### src/rtl/epw_pkg.sv
// Package of constants for the EEPROM page-write and protection host controller
//
// Summary of operation
// - Host starts next byte load within 150 us
// - Upper address splits into block and page fields
// - Arm: AA@5555, 55@2AAA, A0@5555
// - Disarm: six fixed writes ending 20@5555
// - One to page-size data bytes after command; the host sends req_count_in bytes unchecked, zero included
// - Protected block writes need arming sequence first
// - Same page and block for all loads of a page
package epw_pkg;
   // Clock period in ns
   localparam int CLK_NS = 5;
   // Byte-load window in us; host keeps gaps well inside it
   localparam int BYTE_LOAD_WINDOW_US = 150;
   // Target gap between loads (ns), a third of the window for margin
   localparam int LOAD_GAP_NS = BYTE_LOAD_WINDOW_US * 1000 / 3;
   // Longest programming time in ms
   localparam int PROG_MAX_MS = 10;
   // Power-on write lockout in ms
   localparam int POWER_LOCK_MS = 5;
   // Write pulse low width and high width in ns
   localparam int WRITE_LOW_NS = 150;
   localparam int WRITE_HIGH_NS = 50;
   // Noise filter width in ns; our pulses stay far above it
   localparam int NOISE_NS = 8;
   // Cycle counts derived from times (least times round up)
   localparam int WRITE_LOW_CYC = (WRITE_LOW_NS + CLK_NS - 1) / CLK_NS;
   localparam int WRITE_HIGH_CYC = (WRITE_HIGH_NS + CLK_NS - 1) / CLK_NS;
   localparam int LOAD_GAP_CYC = LOAD_GAP_NS / CLK_NS;
   localparam int PROG_MAX_CYC = PROG_MAX_MS * 1000000 / CLK_NS;
   localparam int POWER_LOCK_CYC = POWER_LOCK_MS * 1000000 / CLK_NS;
   // Command addresses (low fifteen bits) and data codes
   localparam logic [14:0] CMD_ADDR_A = 15'h5555;
   localparam logic [14:0] CMD_ADDR_B = 15'h2AAA;
   localparam logic [7:0] CMD_UNLOCK1 = 8'hAA;
   localparam logic [7:0] CMD_UNLOCK2 = 8'h55;
   localparam logic [7:0] CMD_ARM = 8'hA0;
   localparam logic [7:0] CMD_ERASE_PRE = 8'h80;
   localparam logic [7:0] CMD_DISARM = 8'h20;
   // Polling status bit
   localparam int TOP_DATA_BIT = 7;
   // Request kinds
   typedef enum logic [1:0] {
      EPW_OP_PLAIN = 2'b00,
      EPW_OP_ARMED = 2'b01,
      EPW_OP_ARM = 2'b10,
      EPW_OP_DISARM = 2'b11
   } epw_op_t;
   // Controller states
   typedef enum logic [2:0] {
      EPW_IDLE = 3'b000,
      EPW_LOW = 3'b001,
      EPW_HIGH = 3'b010,
      EPW_WAIT = 3'b011,
      EPW_POLL = 3'b100,
      EPW_RECOV = 3'b101
   } epw_state_t;
endpackage : epw_pkg

### src/rtl/epw_host.sv
// Host controller that drives page writes and protection commands to the EEPROM
`timescale 1ns/10ps
`default_nettype none
module epw_host #(
   parameter int ADDR_W = 19,               // Address width (512K organization)
   parameter int PAGE_BYTES = 128,          // Bytes per page
   parameter int PROG_CYC = epw_pkg::PROG_MAX_CYC,     // Programming time limit
   parameter int POWER_CYC = epw_pkg::POWER_LOCK_CYC,  // Power-up lockout
   parameter int GAP_CYC = epw_pkg::LOAD_GAP_CYC       // Longest gap allowed
) (
   input wire logic clk_in,
   input wire logic rst_in,
   // User request side
   input wire logic req_valid_in,
   input wire epw_pkg::epw_op_t req_op_in,
   input wire logic [ADDR_W-1:0] req_addr_in,
   input wire logic [7:0] req_count_in,
   output logic req_ready_out,
   input wire logic data_valid_in,
   input wire logic [7:0] data_in,
   output logic data_ready_out,
   output logic done_out,
   output logic timeout_out,
   // Device pins
   output logic [ADDR_W-1:0] mem_addr_out,
   output logic [7:0] mem_data_out,
   output logic mem_data_oe_out,
   input wire logic [7:0] mem_data_in,
   output logic mem_cs_n_out,
   output logic mem_we_n_out,
   output logic mem_oe_n_out
);
   import epw_pkg::*;

   localparam int CW = 32;
   localparam int IDX_W = $clog2(PAGE_BYTES);

   // Whole controller state
   typedef struct packed {
      epw_state_t st;
      epw_op_t op;
      logic [2:0] cmd_idx;      // Command byte position
      logic [2:0] cmd_len;      // Command bytes in this sequence
      logic [7:0] left;         // Data bytes still to load
      logic [CW-1:0] cnt;       // Phase timer
      logic [CW-1:0] pwr;       // Power-up lockout timer
      logic [ADDR_W-1:0] base;  // Block and page address
      logic [ADDR_W-1:0] addr;
      logic [7:0] data;
      logic [7:0] last;         // Last byte written, for polling
      logic is_cmd;             // Current pulse carries a command byte
      logic has_data;           // A data byte went out, so polling has a target
      logic done;
      logic tmo;
   } epw_s_t;

   epw_s_t s_reg;
   epw_s_t s_next;

   ////////////////////////////////////////////////////////////////////////////
   // Command byte data at a step of a sequence
   function automatic logic [7:0] cmd_data(input epw_op_t op, input logic [2:0] i);
      logic [7:0] d;
      d = CMD_UNLOCK1;
      case (i)
         3'h1: d = CMD_UNLOCK2;
         3'h2: d = (op == EPW_OP_DISARM) ? CMD_ERASE_PRE : CMD_ARM;
         3'h3: d = CMD_UNLOCK1;
         3'h4: d = CMD_UNLOCK2;
         3'h5: d = CMD_DISARM;
         default: d = CMD_UNLOCK1;
      endcase
      return d;
   endfunction : cmd_data

   // Command address; only the low bits are the code, the block rides above
   function automatic logic [ADDR_W-1:0] cmd_addr(input logic [ADDR_W-1:0] blk,
                                                  input logic [2:0] i);
      logic [ADDR_W-1:0] a;
      a = blk;
      a[14:0] = (i == 3'h1 || i == 3'h4) ? CMD_ADDR_B : CMD_ADDR_A;
      return a;
   endfunction : cmd_addr

   ////////////////////////////////////////////////////////////////////////////
   // Handshakes are combinational
   always_comb begin
      req_ready_out = (s_reg.st == EPW_IDLE) && (s_reg.pwr == '0);
      data_ready_out = (s_reg.st == EPW_WAIT) && !s_reg.is_cmd && (s_reg.left != 8'h00);
   end

   // Address and data come from flip-flops; write strobe low only in the low phase, select also low while polling
   always_comb begin
      mem_addr_out = s_reg.addr;
      mem_data_out = s_reg.data;
      mem_data_oe_out = (s_reg.st == EPW_LOW) || (s_reg.st == EPW_HIGH);
      mem_cs_n_out = !((s_reg.st == EPW_LOW) || (s_reg.st == EPW_POLL));
      mem_we_n_out = (s_reg.st != EPW_LOW);
      mem_oe_n_out = (s_reg.st != EPW_POLL);
      done_out = s_reg.done;
      timeout_out = s_reg.tmo;
   end

   ////////////////////////////////////////////////////////////////////////////
   // Next-state logic
   always_comb begin
      s_next = s_reg;
      s_next.done = 1'b0;
      if (s_reg.pwr != '0) begin
         s_next.pwr = s_reg.pwr - 1'b1;
      end
      case (s_reg.st)
         // Take a request and pick the sequence length
         EPW_IDLE: begin
            s_next.cnt = '0;
            if (req_valid_in && req_ready_out) begin
               s_next.op = req_op_in;
               s_next.tmo = 1'b0;
               s_next.base = req_addr_in;
               // First data byte of a plain load goes to the requested offset
               s_next.addr = req_addr_in;
               s_next.has_data = 1'b0;
               s_next.left = req_count_in;
               s_next.cmd_idx = 3'h0;
               case (req_op_in)
                  EPW_OP_PLAIN: s_next.cmd_len = 3'h0;
                  EPW_OP_DISARM: s_next.cmd_len = 3'h6;
                  default: s_next.cmd_len = 3'h3;
               endcase
               s_next.is_cmd = (req_op_in != EPW_OP_PLAIN);
               s_next.st = EPW_WAIT;
            end
         end
         // Pick next byte: command byte, data byte, or finish
         EPW_WAIT: begin
            s_next.cnt = s_reg.cnt + 1'b1;
            if (s_reg.is_cmd) begin
               s_next.addr = cmd_addr(s_reg.base, s_reg.cmd_idx);
               s_next.data = cmd_data(s_reg.op, s_reg.cmd_idx);
               s_next.cmd_idx = s_reg.cmd_idx + 3'h1;
               s_next.cnt = '0;
               s_next.st = EPW_LOW;
            end else if (s_reg.left == 8'h00) begin
               // Let the window lapse so the device starts programming
               s_next.cnt = '0;
               s_next.st = EPW_POLL;
            end else if (data_valid_in) begin
               s_next.data = data_in;
               s_next.last = data_in;
               s_next.has_data = 1'b1;
               s_next.left = s_reg.left - 8'h01;
               s_next.cnt = '0;
               s_next.st = EPW_LOW;
            end else if (s_reg.cnt >= CW'(GAP_CYC)) begin
               // Source stalled too long: page closes early
               s_next.tmo = 1'b1;
               s_next.left = 8'h00;
            end
         end
         // Strobes low, held for exactly the least pulse width
         EPW_LOW: begin
            s_next.cnt = s_reg.cnt + 1'b1;
            if (s_reg.cnt >= CW'(WRITE_LOW_CYC - 1)) begin
               s_next.cnt = '0;
               s_next.st = EPW_HIGH;
            end
         end
         // Strobes high, then advance address within the page
         EPW_HIGH: begin
            s_next.cnt = s_reg.cnt + 1'b1;
            if (s_reg.cnt >= CW'(WRITE_HIGH_CYC - 1)) begin
               s_next.cnt = '0;
               if (s_reg.is_cmd && s_reg.cmd_idx == s_reg.cmd_len) begin
                  // Last command byte: data starts at the requested address
                  s_next.is_cmd = 1'b0;
                  if (s_reg.left != 8'h00) begin
                     s_next.addr = s_reg.base;
                  end
               end else if (!s_reg.is_cmd && s_reg.left != 8'h00) begin
                  // Only low bits move; block and page stay fixed
                  s_next.addr = s_reg.base;
                  s_next.addr[IDX_W-1:0] = s_reg.addr[IDX_W-1:0] + 1'b1;
               end
               // After the last byte the address stays put, so polling reads it back
               s_next.st = EPW_WAIT;
               if (!s_reg.is_cmd) begin
                  s_next.base[IDX_W-1:0] = '0;
               end
            end
         end
         // Poll the last address until the top bit is true
         EPW_POLL: begin
            s_next.cnt = s_reg.cnt + 1'b1;
            if (s_reg.has_data && s_reg.cnt > CW'(GAP_CYC * 4) &&
                mem_data_in[TOP_DATA_BIT] == s_reg.last[TOP_DATA_BIT]) begin
               s_next.st = EPW_RECOV;
            end else if (s_reg.cnt >= CW'(PROG_CYC) + CW'(GAP_CYC * 4)) begin
               // Command-only loads have nothing to poll, so the full wait is normal;
               // a data byte that never reads back true was refused or lost
               s_next.tmo = s_reg.tmo || s_reg.has_data;
               s_next.st = EPW_RECOV;
            end
         end
         // One idle cycle, then report completion
         EPW_RECOV: begin
            s_next.done = 1'b1;
            s_next.st = EPW_IDLE;
         end
         default: s_next.st = EPW_IDLE;
      endcase
      if (rst_in) begin
         s_next = '0;
         s_next.st = EPW_IDLE;
         s_next.pwr = CW'(POWER_CYC);
      end
   end

   ////////////////////////////////////////////////////////////////////////////
   // Single register stage; reset is applied in the next-state logic
   always_ff @(posedge clk_in) begin
      s_reg <= s_next;
   end
endmodule : epw_host
`default_nettype wire

### config.mk
export PLATFORM = sky130hd
export DESIGN_NAME = epw_host
export DESIGN_NICKNAME = d
export VERILOG_FILES = /design/src/rtl/epw_pkg.sv /design/src/rtl/epw_host.sv
export SDC_FILE = /design/constraint.sdc
export NUM_CORES = 1
export LEC_CHECK = 0
export BUFFER_PORTS_ARGS = -buffer_cell sky130_fd_sc_hd__buf_2
export CORE_MARGIN = 2
export CORE_UTILIZATION = 45
export DETAILED_ROUTE_END_ITERATION = 12
export GPL_ROUTABILITY_DRIVEN = 0
export PLACE_DENSITY_LB_ADDON = 0.15
export SYNTH_ARGS = -nofsm -noshare
export SYNTH_HDL_FRONTEND = slang
export SYNTH_SLANG_ARGS = --single-unit
### constraint.sdc
create_clock -name clk_in -period 3.45 [get_ports clk_in]
set_input_delay 1.035 -clock clk_in [delete_from_list [all_inputs] [get_ports clk_in]]
set_output_delay 1.035 -clock clk_in [all_outputs]
set_load 0.1 [all_outputs]
# --- Word level (Yosys, flattened, before mapping) ---
# Index checks and enable logic that the tools add are counted.
totals:
  rom_bits: 0
  latchBits: 0
  n_memories: 0
  mem_bits_rw: 0
  regBits: 141
  wordCells: 156
classes:
  div: 0
  mul: 0
  n_reduce_logical: 39
  n_mux: 55
  n_addsub: 5
  n_bitwise: 2
  magnitude_cmp: 5
  eq_ne: 34
  n_shift: 0
ops:
  columns: ["op", "n"]
  rows:
  - ["$mux W32", 5]
  - ["$pmux W32 S5", 1]
  - ["$mux W19", 5]
  - ["$pmux W19 S3", 1]
  - ["$mux W26", 2]
  - ["$mux W8", 5]
  - ["$add A32 B1 Y32 const B", 1]
  - ["$ge A32 B14 Y1 const B", 1]
  - ["$ge A32 B21 Y1 const B", 1]
  - ["$ge A32 B4 Y1 const B", 1]
  - ["$ge A32 B5 Y1 const B", 1]
  - ["$gt A32 B16 Y1 const B", 1]
  - ["$logic_not A32 Y1", 1]
  - ["$mux W16", 2]
  - ["$reduce_bool A32 Y1", 1]
  - ["$sub A32 B1 Y32 const B", 1]
  - ["$mux W3", 8]
  - ["$pmux W8 S3", 1]
  - ["$ne A2 B2 Y1 const B", 8]
  - ["$pmux W8 S2", 1]
  - ["$mux W15", 1]
  - ["$pmux W3 S5", 1]
  - ["$reduce_and A5 Y1", 3]
  - ["$pmux W7 S2", 1]
  - ["38 further kinds", 86]

# --- Longest topological paths before layout ---
depth:
  depth_word: 6
  mapped_depth: 10
  mapped_depth_nobuf: 8

# --- Worst setup path after synthesis ---
# Ideal clock, no wire load.
synth_timing:
  path_type: "register to output"
  startpoint: "register s_reg[138] (netlist bit)"
  endpoint: "output mem_data_oe_out"
  path_stages_with_launch: 5
  t_arrival_ns: 3.033
  setup_slack_ns: -0.618
  path_buffers: 3
  required_time_ns: 2.415
  cell_sequence: "dfxtp_1 > clkbuf_1 > clkbuf_1 > clkbuf_1 > o21ai_0"
synth_via:
  elab_chain_len: 2
  elab_cells_between_ends: 3
  cone_classes: "2 x eq/ne; 1 x reduce/logical"
synth_rtl:
  columns: ["item", "line", "text"]
  rows:
  - ["from (decl)", "epw_host.sv:57", "epw_s_t s_reg;"]
  - ["from (signal assigned)", "epw_host.sv:221", "s_reg <= s_next;"]
  - ["$eq A3 B1 Y1 or $eq A3 B2 Y1 (tied branches)", "epw_host.sv:96", "mem_data_oe_out = (s_reg.st == EPW_LOW) || (s_reg.st == EPW_HIGH);"]
  - ["$logic_or A1 B1 Y1 *", "epw_host.sv:96", null]
  - ["to (decl)", "epw_host.sv:27", "output logic mem_data_oe_out,"]
# Every way passes the cells marked *; elsewhere a longest branch is shown, timed or not.

# --- Worst setup path after layout ---
layout_timing:
  startpoint: "register s_reg[58] (netlist bit)"
  endpoint: "output req_ready_out"
layout_via:
  elab_chain_len: 2
layout_rtl:
  columns: ["item", "line", "text"]
  rows:
  - ["$logic_not A32 Y1", "epw_host.sv:88", "req_ready_out = (s_reg.st == EPW_IDLE) && (s_reg.pwr == '0);"]
  - ["$logic_and A1 B1 Y1", "epw_host.sv:88", null]
  - ["to (decl)", "epw_host.sv:18", "output logic req_ready_out,"]
# Every way passes these cells.

==> impl_metrics.json <==
{
  "status": "complete, no violations",
  "drive_gt1_frac": 0.1786,
  "synthToLayoutAreaGrowth_pct": 13.41,
  "cts_num_sinks": 134,
  "grt_usage": 0.2181,
  "hold_viol": 0,
  "largest_reg_flops": 105,
  "critPathCapture": "req_ready_out",
  "rr_worst_depth": 8,
  "drt_first_iter_violations": 483,
  "cp-start-kind": "register",
  "syn-num-nets": 1001,
  "p_comb_frac": 0.302,
  "grt_pass1_vias": 6327,
  "dp_slack_ns": 0.5319,
  "fin_crit_sh": 0.9566,
  "fillers": 1574,
  "critPathLaunch": "s_reg[58]",
  "die_h_um": 133.9,
  "fin_ws_ns": 0.1499,
  "first_pass_iters": 5,
  "critPathRequiredTime_ns": 2.41,
  "die_w_um": 133.9,
  "cts_tree": "done",
  "ys_top_cells_by_area": "dfxtp_1 (35%), nand2_1 (6.1%), a21oi_1 (4.3%), nor2_1 (4.2%), buf_4 (2.7%)",
  "slew_headroom": 0.3695,
  "cts_root_buffer": "clkbuf_16",
  "fin_tns_setup_ns": 0,
  "initial_utilization": 0.4597,
  "pwr-share-seq": 0.348,
  "die_area_um2": 17940,
  "power.switching_w": 0.001987,
  "final_nets": 1030,
  "synth_common_cells": "dfxtp_1 (134), nand2_1 (123), nor2_1 (86)",
  "placementRows": 47,
  "core_um2": 16520,
  "drc_errors": 0,
  "hold_ws_ns": 0.4465,
  "powerDensity_nw_per_um2": 600.7,
  "clk_latency_ns": 0.42,
  "postSynthAreaPerCell_um2": 8.089,
  "grt_max_degree": 45,
  "min_from": "s_reg[44]",
  "setup_violations": 0,
  "path_class": "register to primary output",
  "numCtsBuffers": 17,
  "clk_pin_slew_worst_paths_ns": 0.06,
  "clock_power_share": 0.350,
  "overflow": 0,
  "grt_pass1_wl_mm": 32.08,
  "io_pins": 84,
  "vias_per_cell": 5.753,
  "port_buffers": 76,
  "drt_wl_total_mm": 19.05,
  "antenna_found_initial": 0,
  "ff2ff_setup_slack_ns": 0.52,
  "design_area_um2": 8615,
  "synth_cell_types": 83,
  "slew_violations": 0,
  "clock.fmax_mhz": 303.0,
  "ys_warn_count": 0,
  "dp_hpwl_mm": 12.92,
  "dr_total_vias": 6903,
  "cts_buffer_depth": 2,
  "netSwitchingFraction": 0.3839,
  "placed_area_um2": 8018,
  "wl_per_cell_um": 15.88,
  "holdCritPathClass": "register to register",
  "arrival_ns": 2.27,
  "antenna_cells": 0,
  "r2r-start": "s_reg[91]",
  "yosysMostFrequentCell": "dfxtp_1",
  "maxCapViolCount": 0,
  "drtAntennaViolNets": 0,
  "hold_buffers": 0,
  "synth_edf_count": 0,
  "layout_min_cycle_time_ns": 3.300,
  "ys_seq_elements": 134,
  "rsz0062_at_grt": "false",
  "p_leak_nw": 3.087,
  "htree_levels": 4,
  "crit_fanout": 4,
  "ir_worst_vdd_mv": 0.3908,
  "synthArstFlopShare": 0,
  "yosysSeqAreaShare": 0.3532,
  "syn_area_um2": 7596,
  "cell_internal_pwr_w": 0.003188,
  "synth-main-ff-cell": "dfxtp_1",
  "fin_skew_ns": 0.009474,
  "r2r_end": "mem_addr_out[11]",
  "synth_top_area_cell": "dfxtp_1",
  "setup.worst_path.end_class": "primary output",
  "syn_inst": 939,
  "yosysTopAreaCellShare": 0.3532,
  "worst_slew_pin_slew_ns": 0.9457
}
worst max-delay path: stages, from the launching register on:
cell	delay, ns
dfxtp_1	0.34
inv_1	0.06
ha_1	0.18
or3b_2	0.50
nor3_1	0.20
nand4_1	0.21
nor2_4	0.17
buf_12	0.19
power by group through the flow:
stage          clock network [W]  registers [W]  logic (W)
2_1_floorplan                  0        0.00179    0.00138
3_3_place_gp                   0        0.00183    0.00155
3_5_place_dp                   0        0.00183    0.00156
4_1_cts                  0.00185        0.00180    0.00156
5_1_grt                  0.00193        0.00182    0.00168
6_report                 0.00181        0.00180    0.00156
logic make-up after synthesis:
kind of cell,Yosys count,share of synthesized area
flops,134,0.3532
compound gates,218,0.2054
xor+xnor,39,0.04497
buf+inv,114,0.07429
simple gates,419,0.2980
fa+ha+maj,13,0.02141
mux,2,0.002800
stage by stage:
step | util | cells | power (W)
2_1_floorplan | - | 939 | 0.003164
3_3_place_gp | 0.4852 | 1169 | 0.003377
3_5_place_dp | 0.4852 | 1169 | 0.003390
4_1_cts | 0.5210 | 1200 | 0.005207
5_1_grt | 0.5213 | 1200 | 0.005430
6_report | 0.5213 | 1200 | 0.005175
what timing repair did:
item	in CTS	in global routing
gates resized for setup	0	3
setup endpoints to repair	0	2
setup buffers	0	0
cell type report:
| type | count | area, um^2 | area share |
|---|---|---|---|
| flip-flops and latches | 134 | 2683 | 0.3114 |
| clock buffers | 20 | 466.7 | 0.05418 |
| well taps | 220 | 275.3 | 0.03195 |
| inverters | 27 | 101.3 | 0.01176 |
| repair buffers | 97 | 603.1 | 0.07001 |
| clock inverters | 11 | 125.1 | 0.01452 |
| multi-input cells | 691 | 4360 | 0.5062 |
how the worst min path moves through the flow:
stage,to,cells past startpoint
5_1_grt,mem_addr_out[8],2
4_1_cts,s_reg[44],2
6_report,s_reg[44],2
3_3_place_gp,s_reg[44],2
3_5_place_dp,s_reg[44],2
2_1_floorplan,s_reg[44],2
per-layer routing:
metal	track usage	up-vias	wire [um]
met5	0	-	0
met3	0.04384	17	877
met4	0.06147	0	254
met2	0.3236	156	8219
li1	-	3459	-
met1	0.3200	3271	9701
cells in the final DEF (no fill, tap or decap), types with 4 or more instances in the layout:
master	count
dfxtp_1	134
nand2_1	123
nor2_1	84
buf_2	70
a21oi_1	65
nand3_1	38
o21ai_0	28
inv_1	27
nand4_1	26
nor3_1	24
xor2_1	23
a211oi_1	23
buf_4	23
nor4_1	17
o211ai_1	17
clkbuf_16	17
xnor2_1	16
ha_1	13
or4_1	12
nand2b_1	11
and3_1	9
a311oi_1	9
or2_2	8
or3b_1	8
a21o_1	8
or3_1	7
nor4b_1	6
o311ai_2	6
nand4b_1	5
a31oi_1	5
o31ai_1	5
clkinvlp_4	5
or3b_2	4
nand3b_1	4
and4_1	4
a221oi_1	4
buf_12	4
Power figures use the tool's default switching activity.
